**config.mk**
```make
export PLATFORM = sky130hd
export DESIGN_NAME = rcm_lane_ctrl
export DESIGN_NICKNAME = d
export VERILOG_FILES = /design/src/logic/rcm_pkg.sv /design/src/logic/rcm_lane_ctrl.sv
export SDC_FILE = /design/constraint.sdc
export NUM_CORES = 1
export LEC_CHECK = 0
export BUFFER_PORTS_ARGS = -buffer_cell sky130_fd_sc_hd__buf_2
export CAP_MARGIN = 10
export CORE_ASPECT_RATIO = 0.6
export CORE_MARGIN = 5
export CORE_UTILIZATION = 50
export DETAILED_ROUTE_END_ITERATION = 6
export PLACE_DENSITY_LB_ADDON = 0.08
export REMOVE_ABC_BUFFERS = 1
export SLEW_MARGIN = 20
export SYNTH_ARGS = -nofsm -noshare
export SYNTH_HDL_FRONTEND = slang
export SYNTH_SLANG_ARGS = --single-unit
```
**constraint.sdc**
```tcl
create_clock -name clk -period 8.7 [get_ports clk]
set_input_delay 1.305 -clock clk [delete_from_list [all_inputs] [get_ports clk]]
set_output_delay 1.305 -clock clk [all_outputs]
set_load 0.01 [all_outputs]
```
**src/logic/rcm_pkg.sv**
```systemverilog
package rcm_pkg;

  // ****************************************************************
  // Register map and field layout
  // ****************************************************************
  localparam logic [7:0] ADDR_CTRL = 8'h00;
  localparam logic [7:0] ADDR_STATUS = 8'h04;
  localparam logic [7:0] ADDR_IRQ_STAT = 8'h08;
  localparam logic [7:0] ADDR_IRQ_MASK = 8'h0C;

  localparam int CTRL_W = 8;
  localparam int CTRL_CAL_START = 8;
  localparam logic [7:0] CTRL_RESET = 8'h51;

  localparam int ST_LOCK = 0;
  localparam int ST_VALID = 1;
  localparam int ST_CAL_BUSY = 2;
  localparam int ST_DCO_LSB = 8;
  localparam int ST_EQ_LSB = 16;
  localparam int ST_TRK_LSB = 20;

  localparam int IRQ_W = 4;
  localparam int IRQ_LOCK_UP = 0;
  localparam int IRQ_LOCK_LOST = 1;
  localparam int IRQ_CAL_DONE = 2;
  localparam int IRQ_SLIP_DONE = 3;

  // ****************************************************************
  // Recovery loop modes, burst tracking codes and lock thresholds
  // ****************************************************************
  localparam logic [1:0] MODE_REF = 2'h0;
  localparam logic [1:0] MODE_DATA = 2'h1;
  localparam logic [1:0] MODE_BURST = 2'h2;
  localparam logic [1:0] MODE_DATA_2X = 2'h3;

  localparam logic [1:0] TRK_UNUSED = 2'h0;
  localparam logic [1:0] TRK_HIGH_GAIN = 2'h1;
  localparam logic [1:0] TRK_REF = 2'h2;
  localparam logic [1:0] TRK_NORMAL = 2'h3;

  localparam logic [7:0] LOCK_CNT_REF = 8'h20;
  localparam logic [7:0] LOCK_CNT_NORMAL = 8'h40;
  localparam logic [7:0] LOCK_CNT_DOUBLE = 8'h20;
  localparam logic [7:0] LOCK_CNT_HIGH = 8'h10;

  // ****************************************************************
  // Word widths and calibration constants
  // ****************************************************************
  localparam int DESER_W = 40;
  localparam int WORD_W = 80;
  localparam int DCO_W = 6;
  localparam int EQ_W = 3;
  localparam logic [EQ_W-1:0] EQ_LAST = 3'h7;
  localparam int EYE_W = 16;
  localparam logic [3:0] CAL_SETTLE = 4'h8;

  typedef struct packed {
    logic dfe_en;
    logic [2:0] width;
    logic slip_earlier;
    logic coding_bypass;
    logic [1:0] mode;
  } rcm_ctrl_t;

  typedef enum logic [4:0] {
    CAL_IDLE = 5'b00001,
    CAL_DCO = 5'b00010,
    CAL_EQ = 5'b00100,
    CAL_DFE = 5'b01000,
    CAL_DONE = 5'b10000
  } rcm_cal_state_t;

  typedef enum logic [2:0] {
    SLIP_READY = 3'b001,
    SLIP_WAIT_LOW = 3'b010,
    SLIP_SHIFT = 3'b100
  } rcm_slip_state_t;

  // Fabric word width for each divider setting.
  function automatic logic [6:0] rcm_word_bits(input logic [2:0] code);
    case (code)
      3'h0: rcm_word_bits = 7'h08;
      3'h1: rcm_word_bits = 7'h0A;
      3'h2: rcm_word_bits = 7'h10;
      3'h3: rcm_word_bits = 7'h14;
      3'h4: rcm_word_bits = 7'h20;
      3'h5: rcm_word_bits = 7'h28;
      3'h6: rcm_word_bits = 7'h40;
      default: rcm_word_bits = 7'h50;
    endcase
  endfunction

  // Deserializer chunk width: wide words arrive as two halves.
  function automatic logic [6:0] rcm_chunk_bits(input logic [2:0] code);
    logic [6:0] w;
    w = rcm_word_bits(code);
    rcm_chunk_bits = (w > 7'h28) ? {1'b0, w[6:1]} : w;
  endfunction

endpackage

```
**src/logic/rcm_lane_ctrl.sv**
```systemverilog
// Chosen here: the address map and the Wishbone register port.
`timescale 1ns/10ps
`default_nettype none
// Summary of operation
// Reference mode locks on reference phase match.
// Data mode locks after valid incoming data.
// Burst mode uses two-bit tracking select input.
// Codes 01 high, 10 reference, 11 normal.
// Fabric picks high gain, then normal.
// No decision-feedback calibration in burst mode.
// Double-gain data mode locks faster.
// Shift request edge moves boundary one bit.
// Fabric requests while valid, drops after low.
// Shift request drives word-valid low.
// Word-valid returns high on parallel clock.
// Shifting only when coding layer bypassed.
// Shift may move either direction.
// Deserializer chunks never exceed forty bits.
// Divider sets eight selectable word widths.
// Calibration runs offset, equalizer, feedback stages.
// Offset found by binary search, input zeroed.
// Equalizer sweep keeps largest eye area.
// New shift edges ignored until valid returns.
module rcm_lane_ctrl
  import rcm_pkg::*;
(
  input wire logic clk,
  input wire logic srst,
  input wire logic wb_cyc_i,
  input wire logic wb_stb_i,
  input wire logic wb_we_i,
  input wire logic [7:0] wb_adr_i,
  input wire logic [3:0] wb_sel_i,
  input wire logic [31:0] wb_dat_i,
  output logic [31:0] wb_dat_o,
  output logic wb_ack_o,
  output logic irq,
  input wire logic [1:0] tracking_mode_select,
  input wire logic ref_phase_match,
  input wire logic data_transition,
  input wire logic ser_bit,
  input wire logic ser_bit_en,
  input wire logic bit_slip_req,
  output logic recv_word_valid,
  output logic [WORD_W-1:0] rx_word,
  output logic rx_word_strobe,
  output logic cdr_lock,
  output logic dco_zero_input,
  output logic [DCO_W-1:0] dco_offset,
  input wire logic amp_out,
  output logic [EQ_W-1:0] eq_setting,
  input wire logic [EYE_W-1:0] eye_area,
  output logic dfe_start,
  input wire logic dfe_done
);

  // ****************************************************************
  // Register bus
  // ****************************************************************
  rcm_ctrl_t ctrl;
  logic [IRQ_W-1:0] irq_stat;
  logic [IRQ_W-1:0] irq_mask;
  logic [IRQ_W-1:0] irq_set;
  logic [31:0] wmask;
  logic bus_req;
  logic wr_ctrl;
  logic wr_stat;
  logic wr_mask;
  logic cal_go;
  rcm_cal_state_t cal_state;
  rcm_slip_state_t slip_state;
  logic [EQ_W-1:0] eq_best;
  logic [1:0] trk_used;

  // One access per handshake: ack is given one cycle after the request and
  // dropped the cycle after, so a request still held in its ack cycle is not taken twice.
  assign bus_req = wb_cyc_i && wb_stb_i && !wb_ack_o;
  assign wmask = {{8{wb_sel_i[3]}}, {8{wb_sel_i[2]}},
                  {8{wb_sel_i[1]}}, {8{wb_sel_i[0]}}};
  assign wr_ctrl = bus_req && wb_we_i && (wb_adr_i == ADDR_CTRL);
  assign wr_stat = bus_req && wb_we_i && (wb_adr_i == ADDR_IRQ_STAT);
  assign wr_mask = bus_req && wb_we_i && (wb_adr_i == ADDR_IRQ_MASK);
  assign cal_go = wr_ctrl && wb_sel_i[1] && wb_dat_i[CTRL_CAL_START];

  // Answer and read data, registered; unmapped offsets read zero.
  always_ff @(posedge clk) begin
    if (srst) begin
      wb_ack_o <= 1'b0;
      wb_dat_o <= 32'h0000_0000;
    end else begin
      wb_ack_o <= bus_req;
      wb_dat_o <= 32'h0000_0000;
      if (bus_req && !wb_we_i) begin
        if (wb_adr_i == ADDR_CTRL) begin
          wb_dat_o[CTRL_W-1:0] <= ctrl;
        end else if (wb_adr_i == ADDR_STATUS) begin
          wb_dat_o[ST_LOCK] <= cdr_lock;
          wb_dat_o[ST_VALID] <= recv_word_valid;
          wb_dat_o[ST_CAL_BUSY] <= (cal_state != CAL_IDLE);
          wb_dat_o[ST_DCO_LSB +: DCO_W] <= dco_offset;
          wb_dat_o[ST_EQ_LSB +: EQ_W] <= eq_best;
          wb_dat_o[ST_TRK_LSB +: 2] <= trk_used;
        end else if (wb_adr_i == ADDR_IRQ_STAT) begin
          wb_dat_o[IRQ_W-1:0] <= irq_stat;
        end else if (wb_adr_i == ADDR_IRQ_MASK) begin
          wb_dat_o[IRQ_W-1:0] <= irq_mask;
        end
      end
    end
  end

  // Control register, byte lanes honoured.
  always_ff @(posedge clk) begin
    if (srst) begin
      ctrl <= rcm_ctrl_t'(CTRL_RESET);
    end else if (wr_ctrl) begin
      ctrl <= rcm_ctrl_t'((ctrl & wmask[CTRL_W-1:0]) ^ ctrl |
                          (wb_dat_i[CTRL_W-1:0] & wmask[CTRL_W-1:0]));
    end
  end

  // ****************************************************************
  // Interrupts
  // ****************************************************************

  // Write one to clear; a new event in the same cycle wins over the clear.
  always_ff @(posedge clk) begin
    if (srst) begin
      irq_stat <= '0;
      irq_mask <= '0;
      irq <= 1'b0;
    end else begin
      if (wr_stat) begin
        irq_stat <= (irq_stat & ~(wb_dat_i[IRQ_W-1:0] & wmask[IRQ_W-1:0]))
                    | irq_set;
      end else begin
        irq_stat <= irq_stat | irq_set;
      end
      if (wr_mask) begin
        irq_mask <= (irq_mask & ~wmask[IRQ_W-1:0]) |
                    (wb_dat_i[IRQ_W-1:0] & wmask[IRQ_W-1:0]);
      end
      irq <= |((irq_stat | irq_set) & irq_mask);
    end
  end

  // ****************************************************************
  // Recovery loop lock detection
  // ****************************************************************
  logic [7:0] lock_cnt;
  logic [7:0] lock_target;
  logic use_ref;
  logic hold_lock;
  logic [1:0] trk_prev;

  // Pick the tracking behaviour; outside burst mode the static mode decides.
  always_comb begin
    trk_used = TRK_NORMAL;
    lock_target = LOCK_CNT_NORMAL;
    if (ctrl.mode == MODE_BURST) begin
      trk_used = tracking_mode_select;
    end else if (ctrl.mode == MODE_REF) begin
      trk_used = TRK_REF;
    end
    case (trk_used)
      TRK_HIGH_GAIN: lock_target = LOCK_CNT_HIGH;
      TRK_REF: lock_target = LOCK_CNT_REF;
      default: lock_target = LOCK_CNT_NORMAL;
    endcase
    if (ctrl.mode == MODE_DATA_2X) begin
      lock_target = LOCK_CNT_DOUBLE;
    end
    use_ref = (trk_used == TRK_REF);
    hold_lock = (trk_used == TRK_UNUSED);
  end

  // Lock counts qualifying cycles; any change of tracking restarts it, except a change to the unused code, which holds it.
  always_ff @(posedge clk) begin
    if (srst) begin
      lock_cnt <= 8'h00;
      cdr_lock <= 1'b0;
      trk_prev <= TRK_NORMAL;
    end else begin
      trk_prev <= trk_used;
      if (hold_lock) begin
        lock_cnt <= lock_cnt;
      end else if (trk_used != trk_prev) begin
        lock_cnt <= 8'h00;
        cdr_lock <= 1'b0;
      end else if (use_ref ? !ref_phase_match : !data_transition) begin
        lock_cnt <= 8'h00;
        cdr_lock <= 1'b0;
      end else if (lock_cnt >= lock_target - 8'h01) begin
        cdr_lock <= 1'b1;
      end else begin
        lock_cnt <= lock_cnt + 8'h01;
      end
    end
  end

  // ****************************************************************
  // Deserializer, divider and word boundary shift
  // ****************************************************************
  logic [DESER_W-1:0] shreg;
  logic [DESER_W-1:0] next_shreg;
  logic [6:0] bit_cnt;
  logic [6:0] next_cnt;
  logic [6:0] chunk_bits;
  logic wide;
  logic half_got;
  logic [DESER_W-1:0] low_half;
  logic [DESER_W-1:0] chunk;
  logic chunk_done;
  logic word_done;
  logic slip_pending;
  logic slip_dir;
  logic slip_apply;
  logic req_prev;
  logic req_rise;

  always_comb begin
    chunk_bits = rcm_chunk_bits(ctrl.width);
    wide = rcm_word_bits(ctrl.width) > chunk_bits;
    next_shreg = {shreg[DESER_W-2:0], ser_bit};
    slip_apply = ser_bit_en && slip_pending;
    // A later boundary leaves one bit uncounted, an earlier one counts two.
    if (slip_apply && !slip_dir) begin
      next_cnt = bit_cnt;
    end else if (slip_apply) begin
      next_cnt = bit_cnt + 7'h02;
    end else begin
      next_cnt = bit_cnt + 7'h01;
    end
    chunk_done = ser_bit_en && (next_cnt >= chunk_bits);
    chunk = next_shreg & ~({DESER_W{1'b1}} << chunk_bits);
    word_done = chunk_done && (!wide || half_got);
  end

  // Serial bits gather into chunks; wide words pair two chunks, low first.
  always_ff @(posedge clk) begin
    if (srst) begin
      shreg <= '0;
      bit_cnt <= 7'h00;
      half_got <= 1'b0;
      low_half <= '0;
      rx_word <= '0;
      rx_word_strobe <= 1'b0;
    end else begin
      rx_word_strobe <= word_done;
      if (ser_bit_en) begin
        shreg <= next_shreg;
        bit_cnt <= chunk_done ? next_cnt - chunk_bits : next_cnt;
      end
      if (chunk_done && wide && !half_got) begin
        low_half <= chunk;
        half_got <= 1'b1;
      end else if (word_done) begin
        half_got <= 1'b0;
        if (wide) begin
          rx_word <= ({{DESER_W{1'b0}}, chunk} << chunk_bits) |
                     {{DESER_W{1'b0}}, low_half};
        end else begin
          rx_word <= {{DESER_W{1'b0}}, chunk};
        end
      end
    end
  end

  assign req_rise = bit_slip_req && !req_prev;

  // Shift handshake: valid drops, the fabric releases, one bit moves, and
  // valid comes back with the next parallel word.
  always_ff @(posedge clk) begin
    if (srst) begin
      slip_state <= SLIP_READY;
      recv_word_valid <= 1'b1;
      slip_pending <= 1'b0;
      slip_dir <= 1'b0;
      req_prev <= 1'b0;
    end else begin
      req_prev <= bit_slip_req;
      case (slip_state)
        SLIP_READY: begin
          // Only a bypassed coding layer lets the fabric move the boundary.
          if (req_rise && recv_word_valid && ctrl.coding_bypass) begin
            recv_word_valid <= 1'b0;
            slip_dir <= ctrl.slip_earlier;
            slip_state <= SLIP_WAIT_LOW;
          end
        end
        SLIP_WAIT_LOW: begin
          // Further edges are ignored until valid is back.
          if (!bit_slip_req) begin
            slip_pending <= 1'b1;
            slip_state <= SLIP_SHIFT;
          end
        end
        SLIP_SHIFT: begin
          if (slip_apply) begin
            slip_pending <= 1'b0;
          end
          if (!slip_pending && word_done) begin
            recv_word_valid <= 1'b1;
            slip_state <= SLIP_READY;
          end
        end
        default: slip_state <= SLIP_READY;
      endcase
    end
  end

  // ****************************************************************
  // Receiver calibration
  // ****************************************************************
  logic [3:0] settle;
  logic [2:0] dco_bit;
  logic [EYE_W-1:0] eye_best;

  // Each trial value is held for a settle time before its result is read.
  always_ff @(posedge clk) begin
    if (srst) begin
      cal_state <= CAL_IDLE;
      settle <= 4'h0;
      dco_bit <= 3'h0;
      dco_offset <= '0;
      dco_zero_input <= 1'b0;
      eq_setting <= '0;
      eq_best <= '0;
      eye_best <= '0;
      dfe_start <= 1'b0;
    end else begin
      dfe_start <= 1'b0;
      settle <= (settle == 4'h0) ? 4'h0 : settle - 4'h1;
      case (cal_state)
        CAL_IDLE: begin
          if (cal_go) begin
            dco_zero_input <= 1'b1;
            dco_bit <= 3'(DCO_W - 1);
            dco_offset <= {1'b1, {(DCO_W-1){1'b0}}};
            settle <= CAL_SETTLE;
            cal_state <= CAL_DCO;
          end
        end
        CAL_DCO: begin
          if (settle == 4'h0) begin
            // A high output means the trial offset overshoots.
            if (amp_out) begin
              dco_offset[dco_bit] <= 1'b0;
            end
            if (dco_bit == 3'h0) begin
              dco_zero_input <= 1'b0;
              eq_setting <= '0;
              eye_best <= '0;
              eq_best <= '0;
              cal_state <= CAL_EQ;
            end else begin
              dco_offset[dco_bit - 3'h1] <= 1'b1;
              dco_bit <= dco_bit - 3'h1;
            end
            settle <= CAL_SETTLE;
          end
        end
        CAL_EQ: begin
          if (settle == 4'h0) begin
            if (eye_area > eye_best) begin
              eye_best <= eye_area;
              eq_best <= eq_setting;
            end
            settle <= CAL_SETTLE;
            if (eq_setting == EQ_LAST) begin
              eq_setting <= (eye_area > eye_best) ? eq_setting : eq_best;
              // Burst lanes skip the feedback stage altogether.
              if (ctrl.dfe_en && ctrl.mode != MODE_BURST) begin
                dfe_start <= 1'b1;
                cal_state <= CAL_DFE;
              end else begin
                cal_state <= CAL_DONE;
              end
            end else begin
              eq_setting <= eq_setting + 3'h1;
            end
          end
        end
        CAL_DFE: begin
          if (dfe_done) begin
            cal_state <= CAL_DONE;
          end
        end
        CAL_DONE: cal_state <= CAL_IDLE;
        default: cal_state <= CAL_IDLE;
      endcase
    end
  end

  // Event sources for the sticky status bits.
  always_comb begin
    irq_set = '0;
    irq_set[IRQ_LOCK_UP] = !cdr_lock && !hold_lock && !use_ref
      ? (data_transition && lock_cnt >= lock_target - 8'h01
         && trk_used == trk_prev)
      : (!cdr_lock && !hold_lock && ref_phase_match
         && lock_cnt >= lock_target - 8'h01 && trk_used == trk_prev);
    irq_set[IRQ_LOCK_LOST] = cdr_lock && !hold_lock &&
      ((trk_used != trk_prev) ||
       (use_ref ? !ref_phase_match : !data_transition));
    irq_set[IRQ_CAL_DONE] = (cal_state == CAL_DONE);
    irq_set[IRQ_SLIP_DONE] = (slip_state == SLIP_SHIFT) && !slip_pending
                             && word_done;
  end

endmodule
`default_nettype wire

```
# Word-level counts from Yosys, hierarchy flattened
# Cells that the tools add are included.
op_classes:
  addsub: 8
  n_mul: 0
  div: 0
  magnitude_cmp: 9
  eq_ne: 39
  shifts: 2
  mux: 82
  n_bitwise: 27
  reduce_logical: 78
op_table:
  columns: ["cell", "n"]
  rows:
  - ["80-bit 2-to-1 mux", 1]
  - ["80-bit by 40-bit OR with 80-bit output", 1]
  - ["40-bit by 7-bit left shift with 80-bit output", 1]
  - ["16-bit 2-to-1 mux", 4]
  - ["7-bit one-hot mux with 7 select lines", 1]
  - ["6-bit 2-to-1 mux", 7]
  - ["40-bit AND", 1]
  - ["40-bit NOT", 1]
  - ["40-bit by 7-bit left shift with 40-bit output, first input constant", 1]
  - ["3-bit 2-to-1 mux", 13]
  - ["5-bit 2-to-1 mux", 7]
  - ["1-bit logical AND", 33]
  - ["8-bit 2-to-1 mux", 4]
  - ["16-bit one-hot mux with 2 select lines", 1]
  - ["4-bit 2-to-1 mux", 7]
  - ["7-bit 2-to-1 mux", 4]
  - ["2-bit != test, second input constant", 13]
  - ["5-bit one-hot mux with 4 select lines", 1]
  - ["1-bit 2-to-1 mux", 19]
  - ["3-bit one-hot mux with 2 select lines", 3]
  - ["4-bit AND", 4]
  - ["8-bit AND", 2]
  - ["8-bit by 4-bit equality test with 1-bit output, second input constant", 2]
  - ["16-bit > comparator", 1]
  - ["other kinds (60)", 113]
word_totals:
  register_bits: 278
  latchBits: 0
  ram_bits: 0
  romBits: 0
  inputBits: 74
  out_inout_bits: 128
  word_cells: 281
  memories: 0

# Longest topological paths before layout
# Gate-level depths: netlist (run 1).
logic_depth:
  ltp_word: 14
  ltp_mapped: 15
  ltp_nobuf: 12

# Worst setup path after synthesis (run 1)
# Ideal clock, no wire load.
synth_timing:
  kind: "input to register"
  startpoint: "in ser_bit_en"
  endpoint: "reg rx_word[56]"
  setup_time_ns: 0.068
  arrival_ns: 3.693
  t_required_ns: 8.632
  path_slack_ns: 4.939
  path_stages: 14
  n_path_buf: 4
  cell_sequence: "buf_2 > nand2_1 > a21oi_1 > inv_1 > ha_1 > nor2b_1 > o31a_1 > o31a_1 > buf_2 > o211a_1 > buf_4 > nor2_4 > buf_4 > o2bb2ai_2"
synth_via:
  elab_chain_cells: 9
  elab_cells_between_ends: 11
  classes_between: "1 x order compare; 2 x mux; 1 x bitwise; 7 x reduce/logical"
synth_rtl:
  columns: ["item", "line", "text"]
  rows:
  - ["from (decl)", "rcm_lane_ctrl.sv:42", "input wire logic ser_bit_en,"]
  - ["1-bit logical AND", "rcm_lane_ctrl.sv:225", "slip_apply = ser_bit_en && slip_pending;"]
  - ["7-bit 2-to-1 mux / 1-bit logical AND (equally long branches)", "rcm_lane_ctrl.sv:229, rcm_lane_ctrl.sv:227", null]
  - ["7-bit 2-to-1 mux", "rcm_lane_ctrl.sv:227", "if (slip_apply && !slip_dir) begin"]
  - ["7-bit greater-or-equal comparator", "rcm_lane_ctrl.sv:234", "chunk_done = ser_bit_en && (next_cnt >= chunk_bits);"]
  - ["1-bit logical AND (*)", "rcm_lane_ctrl.sv:234", null]
  - ["1-bit logical AND (2 in series)", "rcm_lane_ctrl.sv:254", "if (chunk_done && wide && !half_got) begin"]
  - ["1-bit NOT (no line)", null, null]
  - ["2-bit AND reduction (no line) (*)", null, null]
  - ["to (signal assigned)", "rcm_lane_ctrl.sv:260", "rx_word <= ({{DESER_W{1'b0}}, chunk} << chunk_bits) |"]
  - ["to (signal assigned)", "rcm_lane_ctrl.sv:263", "rx_word <= {{DESER_W{1'b0}}, chunk};"]
  - ["to (decl)", "rcm_lane_ctrl.sv:45", "output logic [WORD_W-1:0] rx_word,"]
# Every way passes the cells marked *; elsewhere a longest branch is shown, timed or not.
# A chain may end at the register's enable or synchronous reset.

==> results of run 1 <==
## logic make-up (layout without fill, tap and decap cells)
kind of cell / after synthesis / count (layout)
compound gates: 393 / 393
xor+xnor: 15 / 15
fa+ha+maj: 40 / 40
buf+inv: 172 / 270
flops: 265 / 265
mux: 80 / 80
other cells: 2 / 15
simple gates: 505 / 505
## cell usage in the layout, fill, tap and decap left out, drive strengths merged, types with 15 or more instances in the layout
| cell | netlist | routed |
|---|---|---|
| nand4 | 20 | 20 |
| mux2i | 65 | 65 |
| nand3 | 51 | 51 |
| and2 | 18 | 18 |
| nand2 | 168 | 168 |
| nor3 | 24 | 24 |
| conb | 2 | 15 |
| a21oi | 152 | 152 |
| a22o | 29 | 29 |
| nor2b | 21 | 21 |
| a211o | 18 | 18 |
| dfxtp | 265 | 265 |
| o21ai | 63 | 63 |
| buf | 58 | 177 |
| ha | 39 | 39 |
| clkbuf | 69 | 35 |
| inv | 45 | 45 |
| nor2 | 136 | 136 |
## synthesized netlist by cell type, drive strengths merged, types with 5 or more instances
master	instances
xnor2	9
a22o	29
dfxtp	265
nor3b	7
xor2	6
a211oi	7
buf	58
nand3b	7
nand2	168
a31oi	7
o2bb2ai	13
mux2	12
a32o	14
nor2b	21
ha	39
a211o	18
and3	6
a221oi	9
or2	7
clkbuf	69
o21ai	63
nor4	9
inv	45
or3	11
a21oi	152
a22oi	8
nor2	136
a311oi	14
mux2i	65
o211ai	10
o21a	12
o311ai	5
nand3	51
and2	18
nor3	24
nand4	20
nand2b	10
## state kept, by name, indices dropped and copies added, names as in the netlist, 2 cells and up, named ones only
name and cells:
slip_state 3, irq_stat 4, shreg 39, wb_dat_o 19
dco_offset 6, eye_best 16, low_half 40, trk_prev 2
bit_cnt 7, eq_setting 3, eq_best 3, rx_word 80
dco_bit 3, settle 4, cal_state 5, lock_cnt 8
## report_power, final
group	total [W]	leakage, nW	switching, W	internal (W)
registers	0.00124	2.14	0.0000123	0.00122
clock network	0.00127	0.478	0.000496	0.000778
logic	0.000153	3.16	0.0000961	0.0000569
## through the flow
stage / worst slack [ps] / power, W / cells / utilization / hold WS, ps
3_5_place_dp: 3150 / 0.00142 / 1864 / 0.538 / 441
5_1_grt: 2780 / 0.00276 / 1912 / 0.577 / 459
3_3_place_gp: 3270 / 0.00141 / 1864 / 0.538 / 437
6_report: 3120 / 0.00266 / 1912 / 0.577 / 447
4_1_cts: 3180 / 0.00268 / 1912 / 0.577 / 449
2_1_floorplan: 2590 / 0.00135 / 1358 / - / 414
## how the worst max path moves through the flow
| stage | to | slack [ps] | cells after the start |
|---|---|---|---|
| 5_1_grt | rx_word[6]$_SDFFE_PP0P_ | 2780 | 12 |
| 3_5_place_dp | rx_word[40]$_SDFFE_PP0P_ | 3150 | 11 |
| 3_3_place_gp | rx_word[42]$_SDFFE_PP0P_ | 3270 | 11 |
| 6_report | rx_word[42]$_SDFFE_PP0P_ | 3120 | 11 |
| 2_1_floorplan | low_half[0]$_SDFFE_PP0P_ | 2590 | 9 |
| 4_1_cts | rx_word[42]$_SDFFE_PP0P_ | 3180 | 11 |
## area by class of cell
| cell class | instances | area [um^2] | share of cell area |
|---|---|---|---|
| multi-input combinational | 1048 | 6740 | 0.464 |
| sequential | 265 | 5310 | 0.366 |
| timing repair buffer | 177 | 927 | 0.0639 |
| clock buffer | 35 | 746 | 0.0514 |
| tap | 329 | 412 | 0.0284 |
| clock inverter | 13 | 215 | 0.0148 |
| inverter | 45 | 169 | 0.0116 |
## worst max-delay path, delay by kind of cell, from the launching register on
kind,cells,cell delay [ps]
AOI/OAI and AO/OA,5,2460
and+or+nand+nor,3,1360
buffers and inverters,2,960
adders and majority gates,1,340
DFF,1,310
## layer usage
| metal | part of all wire | global-route usage |
|---|---|---|
| met5 | 0.00060 | 0 |
| met4 | 0.015 | 0.0402 |
| met3 | 0.082 | 0.0561 |
| met2 | 0.40 | 0.350 |
| met1 | 0.50 | 0.379 |
==> tab_implementation.tex, run 1 <==
\begin{tabular}{lr}
\hline
Metric & Value \\
\hline
\multicolumn{2}{l}{\textbf{Outcome}} \\
Run status & finished clean \\
\multicolumn{2}{l}{\textbf{Min path}} \\
Type of the worst min-delay path & register to register \\
Worst min-delay path startpoint & rx\_word[31]\$\_SDFFE\_PP0P\_ \\
Number of stages on the worst hold path & 2 \\
End point of the worst hold path & rx\_word[31]\$\_SDFFE\_PP0P\_ \\
\multicolumn{2}{l}{\textbf{Timing}} \\
Setup repair after global routing missed its margin & no \\
Upper clock frequency limit & roughly 180 MHz \\
Final Slew Violations & 0 \\
Final setup viols & 0 \\
Setup TNS & 0 ps \\
Transition time at the pin with the least slew margin & 1040 ps \\
Slew headroom & 0.306 \\
Final clock skew & 19.1 ps \\
Share of the clock period used by the worst path after layout & 0.641 \\
Final worst path period need & 5580 ps \\
Hold Violations, Final & 0 \\
\multicolumn{2}{l}{\textbf{Die}} \\
Die outline area & slightly below 30000 um\^{}2 \\
Rows & 45 \\
CORE AREA & 25200 um\^{}2 \\
Vertical die dimension & 134 um \\
I/O pins & approximately 200 \\
Initial core utilization & 0.506 \\
Die extent in x & 216 um \\
\multicolumn{2}{l}{\textbf{Logic synthesis}} \\
Post-Synthesis Cells & roughly 1500 \\
Area share of the leading cell type in the synthesized netlist & 0.417 \\
Complex-gate fraction of the synthesized area & 0.217 \\
Post-Synth Simple-Gate Area & 0.188 \\
Mean area per synthesized cell & 8.65 um\^{}2 \\
Synth top area cells & sky130\_fd\_sc\_hd\_\_dfxtp\_1 42\%, sky130\_fd\_sc\_hd\_\_a21oi\_1 6.0\%, sky130\_fd\_sc\_hd\_\_mux2i\_1 5.1\%, sky130\_fd\_sc\_hd\_\_nand2\_1 5.0\%, sky130\_fd\_sc\_hd\_\_nor2\_1 4.0\% \\
Post-synthesis async set-or-reset flop share & 0 \\
Library cells used by synthesis & 79 \\
Mux cell area share after synthesis & 0.0670 \\
Yosys warnings & 0 \\
Adder-Cell Fraction of Synth Area & 0.0399 \\
Post-synth design cell area & 12700 um\^{}2 \\
Flop and latch count out of synthesis & 265 \\
Post-synthesis xor/xnor area fraction & 0.0103 \\
Main flop type after synthesis & sky130\_fd\_sc\_hd\_\_dfxtp\_1 \\
Dominant combinational cell family by area after synthesis & compound AO/OA/AOI/OAI gates \\
Sequential cell area fraction in the yosys report & 0.417 \\
Count of flip-flops with a built-in enable after synthesis & 0 \\
Cell type with the highest aggregate area in the netlist & sky130\_fd\_sc\_hd\_\_dfxtp\_1 \\
\multicolumn{2}{l}{\textbf{Critical path}} \\
Cell type of the slowest stage on the worst timing path & sky130\_fd\_sc\_hd\_\_o211a\_1 \\
Crit-path cells & buf\_4 > inv\_1 > nor2\_1 > nor2b\_1 > ha\_1 > o21a\_1 > o22ai\_1 > o21a\_2 > o211a\_1 > nor2\_4 > a22o\_1 \\
Critical path endpoint category & register \\
Sort of element at the start of the critical path & register \\
Maximum net fanout on the critical path & 49 \\
Endpoint arrival time on the critical path & 6010 ps \\
Number of cells traversed by the worst register-to-register path & 11 \\
End of the worst register-to-register path & rx\_word[42]\$\_SDFFE\_PP0P\_ \\
Data required time of the worst path & 9130 ps \\
Crit path largest cell delay & about 900 ps \\
Register-to-Register Setup Slack & 3120 ps \\
Setup CP Type & register to register \\
\multicolumn{2}{l}{\textbf{Route}} \\
Vias after detailed routing & 11100 \\
Final routed wire length divided by cell count & just under 20 um \\
Initial DRC Count & 1229 \\
Remaining number of nets flagged by the antenna check after routing & 0 \\
Post-detailed-route DRC marker count & 0 \\
Routed wire length & 36800 um \\
Vias per cell & 5.82 \\
First drt pass iteration count & 6 \\
\multicolumn{2}{l}{\textbf{Place}} \\
Count of port buffers added during placement & 163 \\
Placer Congestion & about 0.9 \\
Placed Area & roughly 14000 um\^{}2 \\
DP Wirelength & about 25000 um \\
\multicolumn{2}{l}{\textbf{Clocking}} \\
Insertion delay of the later-clocked pin in the worst-skew pair & 550 ps \\
Post-cts resize count & 0 \\
CTS root buf & sky130\_fd\_sc\_hd\_\_clkbuf\_16 \\
Max clock buf depth & 3 \\
CTS clk-pin slew, worst paths & 70 ps \\
Clock tree from TritonCTS & built \\
Setup Buffers After CTS & 0 \\
Max H-tree Level & 1 \\
CTS buffer count & 26 \\
CTS hold repair buffers & 0 \\
Clock sink count & 265 \\
\multicolumn{2}{l}{\textbf{Global route}} \\
Maximum number of pins on one net before global-route repair & 100 \\
First-pass GRT wire length & between 50000 and 60000 um \\
Initial antenna violation count & 2 \\
Number of global-route vias before repair & 10400 \\
Total Routing Usage GR & 0.245 \\
Total overflow reported by the global router & 0 \\
\multicolumn{2}{l}{\textbf{Layout}} \\
Fill count & 2298 \\
N\_diodes & 0 \\
Post-route cell area & 14500 um\^{}2 \\
Growth of design area from synthesis to finish & 13.9\% \\
Fraction of layout cells with a size suffix above 1 & 0.175 \\
Final nets & 1677 \\
\multicolumn{2}{l}{\textbf{Pwr}} \\
Total power density per cell area & 184 nW/um\^{}2 \\
Highest ir drop seen on vdd & 0.135 mV \\
Static Leakage & 5.78 nW \\
\multicolumn{2}{l}{\textbf{Flow run}} \\
Total of max-cap violations & 0 \\
\hline
\end{tabular}
Power figures use the tool's default switching activity.
==> run 2, diff against run 1 <==
ABC_AREA = 1   (was unset)
clock period = 4.5 ns   (was 8.7 ns; I/O delays follow)
==> run 2 against run 1 <==
- non-clock buffer count up 8
- register-to-register slack got worse by 2700 ps
- cell area grew 0.97%
- routed wire length rose by 4.1%
- cell count rose by 19%
- power up 120%
- die area shrank 0.14%
- critical path depth up 1
- worst hold slack worse by 99 ps
- critical path type unchanged
- largest cell class unchanged
==> tab_implementation.tex, run 2 <==
\begin{tabular}{lr}
\hline
Metric & Value \\
\hline
\multicolumn{2}{l}{\textbf{Layout}} \\
N\_diodes & 0 \\
Fraction of layout cells with a size suffix above 1 & 0.142 \\
Register bank with the most flops & rx\_word \\
Biggest registers after layout & rx\_word: 80 flops, low\_half: 40 flops, shreg: 39 flops \\
Final nets & a little over 2000 \\
Number of flip-flops in the largest register & 80 \\
Commonest cells after routing, fill and taps aside & 439 x sky130\_fd\_sc\_hd\_\_nand2\_1, 265 x sky130\_fd\_sc\_hd\_\_dfxtp\_1, 176 x sky130\_fd\_sc\_hd\_\_inv\_1 \\
Most common cell after layout, fill and taps aside & sky130\_fd\_sc\_hd\_\_nand2\_1 \\
Growth of design area from synthesis to finish & 15.2\% \\
\multicolumn{2}{l}{\textbf{Route}} \\
Remaining number of nets flagged by the antenna check after routing & 0 \\
Vias after detailed routing & around 12000 \\
First drt pass iteration count & 5 \\
Post-detailed-route DRC marker count & 0 \\
Final routed wire length divided by cell count & 16.8 um \\
Initial DRC Count & around 1300 \\
Vias per cell & 5.40 \\
Routed wire length & 38300 um \\
\multicolumn{2}{l}{\textbf{Min path}} \\
Type of the worst min-delay path & input pin to register \\
\multicolumn{2}{l}{\textbf{Critical path}} \\
Data required time of the worst path & 4950 ps \\
Crit path largest cell delay & 710 ps \\
Most common cell type on the critical path & sky130\_fd\_sc\_hd\_\_nand2\_1 \\
Crit-path cells & inv\_2 > nor2\_8 > inv\_2 > ha\_1 > nand2\_1 > nand3b\_1 > nand2\_1 > nand3\_1 > nand2\_1 > nor2\_2 > nand2\_1 > o21ai\_1 \\
Setup CP Type & register to register \\
Maximum net fanout on the critical path & 19 \\
Cell type of the slowest stage on the worst timing path & sky130\_fd\_sc\_hd\_\_nor2\_2 \\
Endpoint arrival time on the critical path & 4510 ps \\
Critical path endpoint category & register \\
Sort of element at the start of the critical path & register \\
\multicolumn{2}{l}{\textbf{Timing}} \\
Transition time at the pin with the least slew margin & 895 ps \\
Final setup viols & 0 \\
Share of the clock period used by the worst path after layout & 0.902 \\
Final Slew Violations & 0 \\
Final worst path period need & 4060 ps \\
Slew headroom & 0.403 \\
Setup repair after global routing missed its margin & no \\
Smallest hold slack & 348 ps \\
Final clock skew & 12.7 ps \\
Hold Violations, Final & 0 \\
Upper clock frequency limit & approximately 250 MHz \\
Setup TNS & 0 ps \\
\multicolumn{2}{l}{\textbf{Logic synthesis}} \\
Cell with the most instances after synthesis & sky130\_fd\_sc\_hd\_\_nand2\_1 \\
Sequential cell area fraction in the yosys report & 0.417 \\
Post-Synthesis Cells & 1792 \\
Post-synthesis async set-or-reset flop share & 0 \\
Cell type with the highest aggregate area in the netlist & sky130\_fd\_sc\_hd\_\_dfxtp\_1 \\
Library cells used by synthesis & between 50 and 60 \\
Count of flip-flops with a built-in enable after synthesis & 0 \\
Most numerous cell types in the synthesized netlist & 439 x sky130\_fd\_sc\_hd\_\_nand2\_1, 265 x sky130\_fd\_sc\_hd\_\_dfxtp\_1, 177 x sky130\_fd\_sc\_hd\_\_inv\_1 \\
Post-synth design cell area & about 13000 um\^{}2 \\
Synth top area cells & sky130\_fd\_sc\_hd\_\_dfxtp\_1 42\%, sky130\_fd\_sc\_hd\_\_nand2\_1 13\%, sky130\_fd\_sc\_hd\_\_o21ai\_0 6.3\%, sky130\_fd\_sc\_hd\_\_a21oi\_1 5.7\%, sky130\_fd\_sc\_hd\_\_inv\_1 5.2\% \\
Mean area per synthesized cell & roughly 7.1 um\^{}2 \\
Flop and latch count out of synthesis & 265 \\
Main flop type after synthesis & sky130\_fd\_sc\_hd\_\_dfxtp\_1 \\
Area share of the leading cell type in the synthesized netlist & 0.417 \\
Yosys warnings & 0 \\
\multicolumn{2}{l}{\textbf{Clocking}} \\
Setup Buffers After CTS & 0 \\
Clock sink count & 265 \\
CTS hold repair buffers & 0 \\
CTS root buf & sky130\_fd\_sc\_hd\_\_clkbuf\_16 \\
Post-cts resize count & 0 \\
CTS buffer count & 26 \\
CTS clk-pin slew, worst paths & 70 ps \\
Max clock buf depth & 3 \\
Max H-tree Level & 1 \\
Insertion delay of the later-clocked pin in the worst-skew pair & 540 ps \\
Clock tree from TritonCTS & built \\
\multicolumn{2}{l}{\textbf{Die}} \\
Die extent in x & approximately 220 um \\
Die outline area & 28800 um\^{}2 \\
Rows & 45 \\
Vertical die dimension & 134 um \\
I/O pins & 202 \\
CORE AREA & 25200 um\^{}2 \\
Initial core utilization & 0.505 \\
\multicolumn{2}{l}{\textbf{Pwr}} \\
Highest ir drop seen on vdd & 0.237 mV \\
Net Switching & 0.00157 W \\
Total power density per cell area & 396 nW/um\^{}2 \\
Internal Pwr Total & 0.00423 W \\
Relative contribution of sequential cells to total power & 0.431 \\
Switching share of power & 0.271 \\
Clock share of power & 0.429 \\
Logic gate share of total power & 0.140 \\
Static Leakage & 6.73 nW \\
\multicolumn{2}{l}{\textbf{Place}} \\
Placer Congestion & 0.942 \\
Count of port buffers added during placement & 163 \\
DP Wirelength & approximately 28000 um \\
\multicolumn{2}{l}{\textbf{Global route}} \\
Total Routing Usage GR & 0.257 \\
Number of global-route vias before repair & 11200 \\
Total overflow reported by the global router & 0 \\
Initial antenna violation count & 1 \\
First-pass GRT wire length & 60600 um \\
Maximum number of pins on one net before global-route repair & 57 \\
\multicolumn{2}{l}{\textbf{Outcome}} \\
Run status & finished clean \\
\multicolumn{2}{l}{\textbf{Flow run}} \\
Total of max-cap violations & 0 \\
\hline
\end{tabular}
==> run 2: final timing paths <==
path / slack, ps / cells after the start / from / endpoint
hold reg to reg: 440 / 1 / settle[0]$_SDFF_PP0_ / settle[0]$_SDFF_PP0_
setup reg to reg: 440 / 12 / register / rx_word[50]$_SDFFE_PP0P_
setup / recovery: 440 / 12 / register / rx_word[50]$_SDFFE_PP0P_
hold / removal: 350 / 2 / wb_dat_i[2] / irq_stat[2]$_SDFF_PP0_
==> run 2: cells by family (layout without fill, tap and decap cells) <==
kind of cell    count (synthesis)  after routing  share of synthesized area
fa+ha+maj                      40             40                     0.0399
simple gates                  776            776                      0.262
other cells                     2             15                   0.000591
xor+xnor                       10             10                    0.00689
buf+inv                       282            423                     0.0959
mux                             2              2                    0.00157
flops                         265            265                      0.417
compound gates                415            415                      0.176
==> run 2: metal layers <==
metal  part of all wire  GRT usage
met2               0.39      0.349
met1               0.49      0.395
met3               0.10     0.0784
met5            0.00018          0
met4              0.021     0.0544
==> run 2: per-stage QoR <==
step | instance area [um^2] | power [W] | instances | setup WS, ps | util
2_1_floorplan | 12300 | 0.00310 | 1714 | 488 | -
3_3_place_gp | 13700 | 0.00333 | 2228 | 581 | 0.543
3_5_place_dp | 13700 | 0.00335 | 2228 | 518 | 0.543
4_1_cts | 14700 | 0.00584 | 2275 | 515 | 0.582
5_1_grt | 14700 | 0.00608 | 2275 | 216 | 0.582
6_report | 14700 | 0.00580 | 2275 | 441 | 0.582
==> run 2: critical path: cells and delay by family (launching register included) <==
family,cells,cell delay [ps]
simple gates,8,2200
flops,1,650
buf+inv,2,440
fa+ha+maj,1,350
compound gates,1,320
==> run 2: final cells by class <==
type                    instances  area, um^2
clock inverters                10         206
inverters                     191         722
repair buffers                185         993
fillers                      2434       10500
multi-input cells            1258        6240
clock buffers                  37         773
flip-flops and latches        265        5310
well taps                     329         412
==> run 2: power by group through the flow <==
stage	logic, W	registers [W]	clock network (W)
finish	0.000811	0.00250	0.00249
detailed placement	0.000798	0.00255	0
global route	0.000927	0.00251	0.00264
global placement	0.000784	0.00255	0
CTS	0.000803	0.00250	0.00254
floorplan	0.000555	0.00254	0
